### config.mk
export PLATFORM = sky130hd
export DESIGN_NAME = twi_port
export DESIGN_NICKNAME = d
export VERILOG_FILES = /design/src/twi_pkg.sv /design/src/twi_port.sv
export SDC_FILE = /design/constraint.sdc
export NUM_CORES = 1
export LEC_CHECK = 0
export BUFFER_PORTS_ARGS = -buffer_cell sky130_fd_sc_hd__buf_2
export CAP_MARGIN = 10
export CORE_ASPECT_RATIO = 0.75
export CORE_MARGIN = 2
export CORE_UTILIZATION = 55
export DETAILED_ROUTE_END_ITERATION = 10
export PLACE_DENSITY = 0.75
export SYNTH_ARGS = -nofsm -noshare
export SYNTH_HDL_FRONTEND = slang
export SYNTH_SLANG_ARGS = --single-unit
### constraint.sdc
create_clock -name i_core_clk -period 2.35 [get_ports i_core_clk]
set_input_delay 0.47 -clock i_core_clk [delete_from_list [all_inputs] [get_ports i_core_clk]]
set_output_delay 0.47 -clock i_core_clk [all_outputs]
set_load 0.1 [all_outputs]
### src/twi_pkg.sv
// constants, register map and state types of the two-wire serial port
// Operation
// - port stays inactive until software sets the port enable bit
// - four-bit mode field picks master, slave variants or firmware master
// - master clock is core clock over four times baud value plus one
// - enabled port drives clock and data open-drain when direction bits are inputs
// - slave transmitter overrides the data pin with its own output bits
// - any slave mode raises the port flag on an address match
// - start and stop slave modes also flag start and stop conditions
// - match and following bytes get an automatic ack and load the buffer
// - a buffer already full withholds the ack for that transfer
// - an overflow flag already set withholds the ack for that transfer
// - withheld ack leaves the buffer unchanged but still raises the flag
// - reading the buffer clears full; overflow stays until software clears it
// - request bits and buffer writes are ignored while the master is busy
// - acknowledge sequence sends the current ack value bit
// - port flag rises on the ninth falling clock edge of a matched address
package twi_pkg;
    localparam logic [2:0] A_CTRL1 = 3'h0;
    localparam logic [2:0] A_CTRL2 = 3'h1;
    localparam logic [2:0] A_ADDR  = 3'h2;
    localparam logic [2:0] A_BUF   = 3'h3;
    localparam logic [2:0] A_STAT  = 3'h4;
    localparam logic [2:0] A_IRQ   = 3'h5;
    localparam logic [2:0] A_MASK  = 3'h6;
    localparam int C1_OV   = 6;
    localparam int C1_EN   = 5;
    localparam int C2_GCALL  = 7;
    localparam int C2_ACKVAL = 5;
    localparam int I_BYTE  = 0;
    localparam int I_START = 1;
    localparam int I_STOP  = 2;
    localparam logic [7:0] RST_BYTE = 8'h00;
    localparam logic [3:0] M_SL7    = 4'h6;
    localparam logic [3:0] M_SL10   = 4'h7;
    localparam logic [3:0] M_MST    = 4'h8;
    localparam logic [3:0] M_FWM    = 4'hb;
    localparam logic [3:0] M_SL7SP  = 4'he;
    localparam logic [3:0] M_SL10SP = 4'hf;
    localparam logic [4:0] TEN_HDR  = 5'h1e;
    localparam logic [3:0] NBITS    = 4'h8;
    typedef enum logic [6:0] {
        S_IDLE = 7'h01, S_ADDR = 7'h02, S_RX = 7'h04, S_ACK = 7'h08,
        S_TX = 7'h10, S_TXACK = 7'h20, S_WAIT = 7'h40
    } sl_t;
    typedef enum logic [6:0] {
        MS_IDLE = 7'h01, MS_START = 7'h02, MS_RSTART = 7'h04, MS_STOP = 7'h08,
        MS_TX = 7'h10, MS_RX = 7'h20, MS_ACK = 7'h40
    } ms_t;
endpackage

### src/twi_port.sv
// two-wire serial port: slave receiver/transmitter, master engine, registers
`timescale 1ns/1ps
module twi_port import twi_pkg::*; (
    input  wire logic       i_core_clk,
    input  wire logic       i_rstn,
    input  wire logic [2:0] i_addr,
    input  wire logic [7:0] i_wdata,
    input  wire logic       i_wr,
    input  wire logic       i_rd,
    input  wire logic [1:0] i_pin_dir,
    input  wire logic       i_scl,
    input  wire logic       i_sda,
    output logic      [7:0] o_rdata,
    output logic            o_scl_o,
    output logic            o_scl_oe,
    output logic            o_sda_o,
    output logic            o_sda_oe,
    output logic            o_irq
);
    typedef struct packed {
        logic       en;
        logic       ov;
        logic [3:0] mode;
        logic       gcall_en;
        logic       ack_status;
        logic       ack_value;
        logic       ack_seq;
        logic       rx_req;
        logic       stop_req;
        logic       rstart_req;
        logic       start_req;
        logic [7:0] adr;
        logic [7:0] buff;
        logic [7:0] txd;
        logic       buf_full;
        logic       rw;
        logic [2:0] irq_st;
        logic [2:0] irq_mk;
        logic [7:0] rdata;
        logic       scl_s1;
        logic       scl_s2;
        logic       scl_d;
        logic       sda_s1;
        logic       sda_s2;
        logic       sda_d;
        sl_t        sst;
        logic [3:0] sbit;
        logic [7:0] sr;
        logic       s_low;
        logic       ackd;
        ms_t        mst;
        logic [1:0] q;
        logic [3:0] bcnt;
        logic [7:0] brg;
        logic       m_scl;
        logic       m_sda;
        logic       scl_oe;
        logic       sda_oe;
        logic       irq;
    } st_t;

    st_t r;
    st_t n;

    function automatic logic is_slave(input logic [3:0] m);
        return m == M_SL7 || m == M_SL10 || m == M_SL7SP || m == M_SL10SP;
    endfunction

    function automatic logic is_master(input logic [3:0] m);
        return m == M_MST || m == M_FWM;
    endfunction

    logic scl_r;
    logic scl_f;
    logic sta;
    logic sto;
    logic sl_on;
    logic ms_on;
    logic m_idle;
    logic hit;

    always_comb begin
        n = r;
        n.rdata  = RST_BYTE;
        n.scl_s1 = i_scl;
        n.scl_s2 = r.scl_s1;
        n.scl_d  = r.scl_s2;
        n.sda_s1 = i_sda;
        n.sda_s2 = r.sda_s1;
        n.sda_d  = r.sda_s2;
        scl_r  = r.scl_s2 & ~r.scl_d;
        scl_f  = ~r.scl_s2 & r.scl_d;
        sta    = r.scl_s2 & r.scl_d & r.sda_d & ~r.sda_s2;
        sto    = r.scl_s2 & r.scl_d & ~r.sda_d & r.sda_s2;
        sl_on  = r.en & is_slave(r.mode);
        ms_on  = r.en & is_master(r.mode);
        m_idle = r.mst == MS_IDLE;
        hit    = 1'b0;

        // software clears come first so hardware sets below win
        if (i_wr) begin
            case (i_addr)
                A_CTRL1: begin
                    n.en   = i_wdata[C1_EN];
                    n.ov   = i_wdata[C1_OV];
                    n.mode = i_wdata[3:0];
                end
                A_CTRL2: begin
                    n.gcall_en  = i_wdata[C2_GCALL];
                    n.ack_value = i_wdata[C2_ACKVAL];
                    if (m_idle) begin
                        {n.ack_seq, n.rx_req, n.stop_req} = i_wdata[4:2];
                        {n.rstart_req, n.start_req}       = i_wdata[1:0];
                    end
                end
                A_ADDR: n.adr = i_wdata;
                A_BUF: begin
                    if (m_idle) begin
                        n.buff = i_wdata;
                        n.sr   = i_wdata;
                        n.txd  = i_wdata;
                        if (ms_on) begin
                            n.mst  = MS_TX;
                            n.bcnt = 4'h0;
                            n.q    = 2'h0;
                            n.brg  = r.adr;
                        end
                    end
                end
                A_IRQ:  n.irq_st = r.irq_st & ~i_wdata[2:0];
                A_MASK: n.irq_mk = i_wdata[2:0];
                default: ;
            endcase
        end
        if (i_rd) begin
            case (i_addr)
                A_CTRL1: n.rdata = {1'b0, r.ov, r.en, 1'b0, r.mode};
                A_CTRL2: n.rdata = {r.gcall_en, r.ack_status, r.ack_value, r.ack_seq,
                                    r.rx_req, r.stop_req, r.rstart_req, r.start_req};
                A_ADDR:  n.rdata = r.adr;
                A_BUF: begin
                    n.rdata = r.buff;
                    n.buf_full = 1'b0;
                end
                A_STAT:  n.rdata = {5'h00, ~m_idle, r.rw, r.buf_full};
                A_IRQ:   n.rdata = {5'h00, r.irq_st};
                A_MASK:  n.rdata = {5'h00, r.irq_mk};
                default: n.rdata = RST_BYTE;
            endcase
        end

        // slave engine
        if (!sl_on) begin
            n.sst   = S_IDLE;
            n.s_low = 1'b0;
        end else if (sta) begin
            n.sst   = S_ADDR;
            n.sbit  = 4'h0;
            n.s_low = 1'b0;
            if (r.mode[3]) n.irq_st[I_START] = 1'b1;
        end else if (sto) begin
            n.sst   = S_IDLE;
            n.s_low = 1'b0;
            if (r.mode[3]) n.irq_st[I_STOP] = 1'b1;
        end else begin
            case (r.sst)
                S_ADDR, S_RX: begin
                    if (scl_r) begin
                        n.sr   = {r.sr[6:0], r.sda_s2};
                        n.sbit = r.sbit + 4'h1;
                    end else if (scl_f && r.sbit == NBITS) begin
                        // 10-bit modes accept the header byte, later bytes are data
                        hit = r.sst == S_RX
                            || (r.mode[0] ? r.sr[7:3] == TEN_HDR : r.sr[7:1] == r.adr[7:1])
                            || (r.gcall_en && r.sr == RST_BYTE);
                        if (hit) begin
                            if (r.sst == S_ADDR) n.rw = r.sr[0];
                            // withhold ack on full or overflow
                            n.ackd = ~r.buf_full & ~r.ov;
                            if (r.buf_full) n.ov = 1'b1;
                            if (~r.buf_full & ~r.ov) begin
                                n.buff     = r.sr;
                                n.buf_full = 1'b1;
                                n.s_low = 1'b1;
                            end
                            n.sst = S_ACK;
                        end else begin
                            n.sst = S_WAIT;
                        end
                    end
                end
                S_ACK: begin
                    if (scl_f) begin
                        n.irq_st[I_BYTE] = 1'b1;
                        n.sbit  = 4'h0;
                        n.s_low = 1'b0;
                        if (!r.ackd) begin
                            // a refused write byte keeps the slave listening for the next
                            n.sst = r.rw ? S_WAIT : S_RX;
                        end else if (r.rw) begin
                            n.sr    = r.txd;
                            n.s_low = ~r.txd[7];
                            n.sst   = S_TX;
                        end else begin
                            n.sst = S_RX;
                        end
                    end
                end
                S_TX: begin
                    if (scl_r) n.sbit = r.sbit + 4'h1;
                    if (scl_f) begin
                        if (r.sbit == NBITS) begin
                            n.s_low = 1'b0;
                            n.sst   = S_TXACK;
                        end else begin
                            n.sr    = {r.sr[6:0], 1'b0};
                            n.s_low = ~r.sr[6];
                        end
                    end
                end
                S_TXACK: begin
                    // master nack ends the transfer
                    if (scl_r) begin
                        n.ackd = ~r.sda_s2;
                        n.sst  = r.sda_s2 ? S_WAIT : S_ACK;
                    end
                end
                S_IDLE, S_WAIT: n.s_low = 1'b0;
                default: n.sst = S_IDLE;
            endcase
        end

        // master engine
        if (!ms_on) begin
            n.mst   = MS_IDLE;
            n.m_scl = 1'b0;
            n.m_sda = 1'b0;
        end else if (m_idle) begin
            n.q   = 2'h0;
            n.brg = r.adr;
            n.bcnt = 4'h0;
            if (r.start_req) n.mst = MS_START;
            else if (r.rstart_req) n.mst = MS_RSTART;
            else if (r.stop_req) n.mst = MS_STOP;
            // receive one byte or send ack
            else if (r.rx_req) n.mst = MS_RX;
            else if (r.ack_seq) n.mst = MS_ACK;
        end else if (r.brg != RST_BYTE) begin
            n.brg = r.brg - 8'h01;
        end else begin
            // one quarter of the bus clock is adr+1 core cycles
            n.brg = r.adr;
            n.q   = r.q + 2'h1;
            case (r.mst)
                MS_START: begin
                    case (r.q)
                        2'h0: {n.m_scl, n.m_sda} = 2'b00;
                        2'h1: n.m_sda = 1'b1;
                        2'h2: ;
                        default: begin
                            n.m_scl = 1'b1;
                            n.start_req = 1'b0;
                        end
                    endcase
                end
                MS_RSTART: begin
                    case (r.q)
                        2'h0: {n.m_scl, n.m_sda} = 2'b10;
                        2'h1: n.m_scl = 1'b0;
                        2'h2: n.m_sda = 1'b1;
                        default: begin
                            n.m_scl = 1'b1;
                            n.rstart_req = 1'b0;
                        end
                    endcase
                end
                MS_STOP: begin
                    case (r.q)
                        2'h0: {n.m_scl, n.m_sda} = 2'b11;
                        2'h1: n.m_scl = 1'b0;
                        2'h2: n.m_sda = 1'b0;
                        default: n.stop_req = 1'b0;
                    endcase
                end
                MS_TX, MS_RX, MS_ACK: begin
                    case (r.q)
                        2'h0: begin
                            n.m_scl = 1'b1;
                            if (r.mst == MS_TX) n.m_sda = r.bcnt != NBITS && ~r.sr[7];
                            else if (r.mst == MS_ACK) n.m_sda = ~r.ack_value;
                            else n.m_sda = 1'b0;
                        end
                        2'h1: n.m_scl = 1'b0;
                        2'h2: begin
                            if (r.mst == MS_TX && r.bcnt == NBITS) n.ack_status = r.sda_s2;
                            if (r.mst == MS_RX) n.sr = {r.sr[6:0], r.sda_s2};
                        end
                        default: begin
                            n.m_scl = 1'b1;
                            n.bcnt  = r.bcnt + 4'h1;
                            if (r.mst == MS_TX) n.sr = {r.sr[6:0], 1'b0};
                            if (r.mst == MS_RX && r.bcnt == 4'h7) begin
                                if (r.buf_full) n.ov = 1'b1;
                                n.buff     = r.sr;
                                n.buf_full = 1'b1;
                                n.rx_req   = 1'b0;
                            end
                            if (r.mst == MS_ACK) n.ack_seq = 1'b0;
                        end
                    endcase
                end
                default: n.mst = MS_IDLE;
            endcase
            if (r.q == 2'h3 && (r.mst != MS_TX || r.bcnt == NBITS)
                && (r.mst != MS_RX || r.bcnt == 4'h7)) begin
                n.mst = MS_IDLE;
                n.irq_st[I_BYTE] = 1'b1;
            end
        end

        // open-drain only with pins set as inputs
        n.scl_oe = r.en & i_pin_dir[0] & n.m_scl;
        n.sda_oe = r.en & i_pin_dir[1] & (n.m_sda | n.s_low);
        n.irq    = |(n.irq_st & n.irq_mk);
    end

    always_ff @(posedge i_core_clk or negedge i_rstn) begin
        if (!i_rstn) begin
            r      <= '0;
            r.sst  <= S_IDLE;
            r.mst  <= MS_IDLE;
            r.scl_s1 <= 1'b1;
            r.scl_s2 <= 1'b1;
            r.scl_d  <= 1'b1;
            r.sda_s1 <= 1'b1;
            r.sda_s2 <= 1'b1;
            r.sda_d  <= 1'b1;
        end else begin
            r <= n;
        end
    end

    // pins only ever pull low; the level is always zero
    assign o_scl_o  = 1'b0;
    assign o_sda_o  = 1'b0;
    assign o_scl_oe = r.scl_oe;
    assign o_sda_oe = r.sda_oe;
    assign o_rdata  = r.rdata;
    assign o_irq    = r.irq;
endmodule

==> reports/metrics.yaml, run 1 <==
root_buffer: "clkbuf_16"
ir_drop_v: 0.0005034
path_class: "register to register"
synth_area_um2: 6500
status: "finished, final reports clean"
gp_congestion: 1.013
yosys-top-cells-area: "dfrtp_1, mux2_2, mux2i_1"
core_um2: 11570
cp-start-kind: "register"
syn_inst: 663
slew_violations: 0
path_buf_inv: 1
initial_core_util: 0.5617
hpwl_mm: 14.45
yosysWarnings: 0
final_util: 0.6863
num-fill-cells: 908
rsz0062_at_grt: "true"
grt-ovfl-total: 0
firstDrtPassIters: 6
cts.sinks: 107
synth_edf_count: 0
gr-max-usage-layer: "met1"
finalInstanceArea_um2: 7941
crit_chain: "xor2_1, nor4_1, a21oi_1, buf_4, a2111oi_2, mux2_2"
dpl_cell_area_um2: 7345
detail-route-antenna-nets: 0
h-tree-depth: 3
seq_area_um2: 2690
hp-class: "input port to async pin"
gr-usage-all-layers: 0.3256
die_y_um: 98.15
synthToLayoutAreaGrowth_pct: 22.18
die_area_um2: 12710
clock_latency_ns: 0.36
max_slew_margin: 0.5760
worst_path_max_delay_cell: "dfrtp_1"
routedWlPerCell_um: 21.52
max_freq_mhz: 427.4
async_flop_share: 1.000
rows: 34
slowest_delay_ns: 0.49
period_needed_ns: 2.340
crit_cells: 6
ioPinCount: 32
p_total_mw: 6.074
nets: 787
cts_made_buffers: 9
layout_common_cells: "dfrtp_1, buf_4, nand2_1"
p_leak_nw: 3.460
timing.final.ws_setup_ns: 0.01022
antenna_cells: 0
place_inst: 900
port_buffers: 29
ctsLongestPathBuffers: 2
grt_max_degree: 49
syn-mean-instance-area_um2: 9.804
worstPathMaxFanout: 5
vias: 5955
grt_pass1_vias: 5786
maxCapViolations: 0
yosysUniqueCellTypes: 80
reg2reg_depth: 6
fin_cells: 926
antenna_found_initial: 0
yosysSeqAreaShare: 0.4135
drtIter0Drc: 621
die_w_um: 129.5
power_per_cell_area_nw_per_um2: 764.9
multi_input_area_um2: 3707
finalSetupViolCount: 0
drt-total-wl_mm: 19.93
drive_gt1_frac: 0.3285
pre_cts_ws_ns: -0.1555
grt_first_pass_wirelength_mm: 31.46
ys_ff_latch: 107
final_common_cell: "dfrtp_1"
critPathCaptureType: "register"
met1_usage: 0.4941
yosysTopAreaCellShare: 0.3811
post-route-period-util: 0.9956
cts_tree: "built"
hold_viol: 0
synthFlopType: "dfrtp_1"
avgViaCountPerCell: 6.431
drcViolationCount: 0
cp_top_family: "compound AO/OA/AOI/OAI gates"
skew_ns: 0.008192
grtUsageMet3: 0.09644
globalRouteMet2Util: 0.4583
cp.required_ns: 2.60
worst_pin_slew_ns: 0.6360
critPathArrivalTime_ns: 2.59
yosysTopAreaCell: "dfrtp_1"
clk_pin_slew_ns: 0.08
power breakdown:
group	switching, mW	leakage [nW]	internal [mW]	total [mW]
registers	0.423	1.34	2.19	2.61
clock network	0.778	0.153	0.857	1.64
logic	0.988	1.97	0.841	1.83
final timing paths:
kind | startpoint | endpoint | slack (ns)
max | r[31]$_DFF_PN0_ | r[67]$_DFFE_PN0P_ | 0.01
min | i_rstn | r[8]$_DFFE_PN0P_ | 0.12
max reg2reg | r[31]$_DFF_PN0_ | r[67]$_DFFE_PN0P_ | 0.01
min reg2reg | n[51]$_DFF_PN1_ | n[50]$_DFF_PN1_ | 0.36
max in group asynchronous | i_rstn | r[40]$_DFFE_PN1P_ | 1.51
min in group i_core_clk | i_scl | n[51]$_DFF_PN1_ | 0.20
repair_timing:
action / in CTS / in global routing
hold buffers: 0 / 0
gates cloned: 1 / 0
resized for setup: 8 / 36
buffers inserted: 3 / 6
pin swaps: 3 / 11
endpoints found under the setup margin: 25 / 44
cells in the mapped netlist (5+ instances only):
cell type  count
a21oi_1       35
a22oi_1        8
a31oi_1       10
and4b_1        5
buf_2          9
buf_4         10
clkbuf_1      22
dfrtp_1       99
dfstp_2        8
ha_1           9
inv_1         24
mux2_2        45
mux2i_1       22
mux4_2         5
nand2_1       56
nand2b_1       9
nand3_1       16
nand4b_1       6
nor2_1        44
nor2b_1        7
nor3_1        20
nor3b_1        5
nor4_1        12
o211ai_1      10
o21ai_0       39
o21ai_1        5
o22a_1         7
o22ai_1        5
o2bb2ai_1      7
xor2_1        12
state kept, by name, summed over array words and instances (netlist names):
signal and flops:
r 92, o_rdata 8, o_irq 1, n 4, o_scl_oe 1, o_sda_oe 1
metrics by stage:
stage                TNS [ns]  hold slack (ns)
floorplan           -0.004264           0.1744
global placement      -0.7222           0.3457
detailed placement     -1.657           0.3523
CTS                         0           0.1479
global route          -0.5969           0.1669
finish                      0           0.1219
cell type report:
cell class,count,area share
clock inverters,7,0.01182
flip-flops and latches,107,0.3387
clock buffers,9,0.02836
well taps,162,0.02552
multi-input cells,490,0.4668
repair buffers,127,0.1174
inverters,24,0.01134
logic make-up (layout without fill, tap and decap cells):
family	after synthesis	after routing	share of synthesized area
and+or+nand+nor	216	216	0.1879
AOI/OAI and AO/OA	174	175	0.1817
DFF	107	107	0.4135
muxes	72	72	0.1292
buffers and inverters	68	167	0.04793
xor gates and xnor gates	15	15	0.02021
adders and majority gates	10	10	0.01906
other	1	2	0.0005769
layer usage:
layer / vias to the layer above / routed length (um)
met5: - / 0
met1: 2928 / 8700
li1: 2667 / -
met2: 325 / 8638
met3: 35 / 2317
met4: 0 / 269
Power figures use the tool's default switching activity.
==> run 2: changes to the inputs <==
==> constraint.sdc (replaced) <==
create_clock -name i_core_clk -period 2.35 [get_ports i_core_clk]
set_input_delay 0.5875 -clock i_core_clk [delete_from_list [all_inputs] [get_ports i_core_clk]]
set_output_delay 0.5875 -clock i_core_clk [all_outputs]
set_load 0.1 [all_outputs]
==> run 2 against run 1 <==
Final cell count up 0.22%. Sequential share of layout area hardly changed. Sequential power barely moved. Die area did not move. Register-to-register slack better by 0.04 ns. Via count decreased by 1.3%. Cell area fell by 0.13%. Core utilization shrank 0.087 points. Hold slack improved by 0.077 ns. Clock power down 9.8%. Clock skew barely moved. Largest cell class unchanged. Highest routed layer unchanged.
==> reports/metrics.yaml, run 2 (synthesis results as in run 1) <==
cp-start-kind: "register"
timing.final.ws_setup_ns: 0.04682  # +0.03660 ns
avgViaCountPerCell: 6.333  # -1.5%
max_slew_margin: 0.6015  # +0.02552
place_inst: 897  # -0.33%
antenna_cells: 0  # unchanged
p_total_mw: 5.886  # -3.1%
ir_drop_v: 0.0005570  # +11%
period_needed_ns: 2.303  # -0.03660 ns
layout_common_cells: "dfrtp_1, buf_4, nand2_1"
cp.required_ns: 2.57  # -0.03 ns
reg2reg_depth: 8  # +2
rr_endpoint: "r[23]$_DFF_PN0_"
ff2ff_setup_slack_ns: 0.05  # +0.04 ns
pre_cts_ws_ns: -0.1076  # +0.04793 ns
p_int_mw: 3.761  # -3.2%
maxCapViolations: 0  # unchanged
core_um2: 11570  # unchanged
p_leak_nw: 3.506  # +1.3%
die_w_um: 129.5  # unchanged
gp_congestion: 1.014  # +0.11%
clkPwrFrac: 0.251  # -0.018
rows: 34  # unchanged
synthToLayoutAreaGrowth_pct: 22.02
grt_max_degree: 43  # -12%
finalSetupViolCount: 0  # unchanged
detail-route-antenna-nets: 0  # unchanged
worstPathMaxFanout: 7  # +2
p_switching_mw: 2.126  # -2.9%
nets: 789  # +0.25%
path_class: "register to register"
whs_ns: 0.1993  # +0.07739 ns
dpl_cell_area_um2: 7335  # -0.14%
hp-class: "input port to async pin"
largest_reg_flops: 92  # unchanged
firstDrtPassIters: 5  # -1
fin_setup_tns_ns: 0  # unchanged
hpwl_mm: 14.35  # -0.75%
cts_made_buffers: 9  # unchanged
hold_viol: 0  # unchanged
p_comb_frac: 0.308  # +0.007
power_frac_seq: 0.440  # +0.010
finalInstanceArea_um2: 7931  # -0.13%
num-fill-cells: 910  # +0.22%
initial_core_util: 0.5617  # unchanged
gr-usage-all-layers: 0.3127  # -0.01285
grt_first_pass_wirelength_mm: 30.59  # -2.8%
drtIter0Drc: 543  # -13%
swShare: 0.3611  # +0.0007769
ioPinCount: 32  # unchanged
regMostFlops: "r"
ctsLongestPathBuffers: 2  # unchanged
die_y_um: 98.15  # unchanged
cts_tree: "built"
critPathArrivalTime_ns: 2.53  # -0.06 ns
slew_violations: 0  # unchanged
antenna_found_initial: 0  # unchanged
grt-ovfl-total: 0  # unchanged
post-route-period-util: 0.9801  # -0.01557
h-tree-depth: 3  # unchanged
routedWlPerCell_um: 20.99  # -2.5%
rsz0062_at_grt: "true"
grt_pass1_vias: 5628  # -2.7%
fin_cells: 928  # +0.22%
status: "finished, final reports clean"
final_util: 0.6854  # -0.0008650
skew_ns: 0.008289  # +0.00009715 ns
drt-total-wl_mm: 19.48  # -2.3%
port_buffers: 29  # unchanged
die_area_um2: 12710  # unchanged
clock_latency_ns: 0.35  # about the same
root_buffer: "clkbuf_16"
vias: 5877  # -1.3%
power_per_cell_area_nw_per_um2: 742.2  # -3.0%
clk_pin_slew_ns: 0.07  # about the same
drive_gt1_frac: 0.3238  # -0.004774
final_common_cell: "dfrtp_1"
max_freq_mhz: 434.2  # +1.6%
cts.sinks: 107  # unchanged
drcViolationCount: 0  # unchanged
critPathCaptureType: "register"
r2r-start: "r[6]$_DFFE_PN0P_"
cts-hold-fix-buffers: 0  # unchanged
worst_pin_slew_ns: 0.5951  # -0.04089 ns
run 2: final cells by class:
cell class,instances,area [um^2],area share
repair buffers,129,955.9,0.1205
clock buffers,9,225.2,0.02840
clock inverters,7,60.06,0.007572
flip-flops and latches,107,2690,0.3392
well taps,162,202.7,0.02556
multi-input cells,490,3707,0.4674
inverters,24,90.09,0.01136
run 2: power by group through the flow:
stage	Combinational (mW)	Sequential (mW)	Clock [mW]
4_1_cts	1.72	2.56	1.51
3_3_place_gp	1.63	2.57	0
5_1_grt	1.96	2.61	1.57
2_1_floorplan	1.10	2.46	0
3_5_place_dp	1.69	2.59	0
6_report	1.82	2.59	1.48
run 2: critical path, cell delays in order (launching register included):
cell and delay [ns]:
dfrtp_1 0.39, inv_2 0.09, ha_4 0.13, or3b_4 0.41, or3_4 0.41, buf_4 0.17, o31ai_2 0.30, buf_4 0.21
a221oi_1 0.06
run 2: worst max-delay path by stage:
stage | start | endpoint | depth (start not counted) | slack (ns)
final | r[6]$_DFFE_PN0P_ | r[23]$_DFF_PN0_ | 8 | 0.05
after global routing | r[5]$_DFFE_PN0P_ | o_sda_oe$_DFF_PN0_ | 9 | -0.04
after CTS | r[44]$_DFFE_PN0P_ | r[33]$_DFF_PN0_ | 8 | 0.006
after detailed placement | r[5]$_DFFE_PN0P_ | o_sda_oe$_DFF_PN0_ | 8 | -0.11
after global placement | r[5]$_DFFE_PN0P_ | o_sda_oe$_DFF_PN0_ | 8 | -0.06
after floorplan | r[5]$_DFFE_PN0P_ | r[23]$_DFF_PN0_ | 7 | -0.004
run 2: timing repair:
item	4_1_cts	5_1_grt
endpoints found under the setup margin	22	45
pin swaps	3	16
gates cloned	1	0
buffers inserted	4	10
resized for setup	9	34
run 2: metal layers:
| layer | vias up | part of all wire | global-route usage |
|---|---|---|---|
| li1 | 2667 | - | - |
| met2 | 297 | 0.43 | 0.4449 |
| met3 | 28 | 0.11 | 0.09644 |
| met1 | 2885 | 0.45 | 0.4709 |
| met5 | - | 0 | 0 |
| met4 | 0 | 0.013 | 0.06865 |
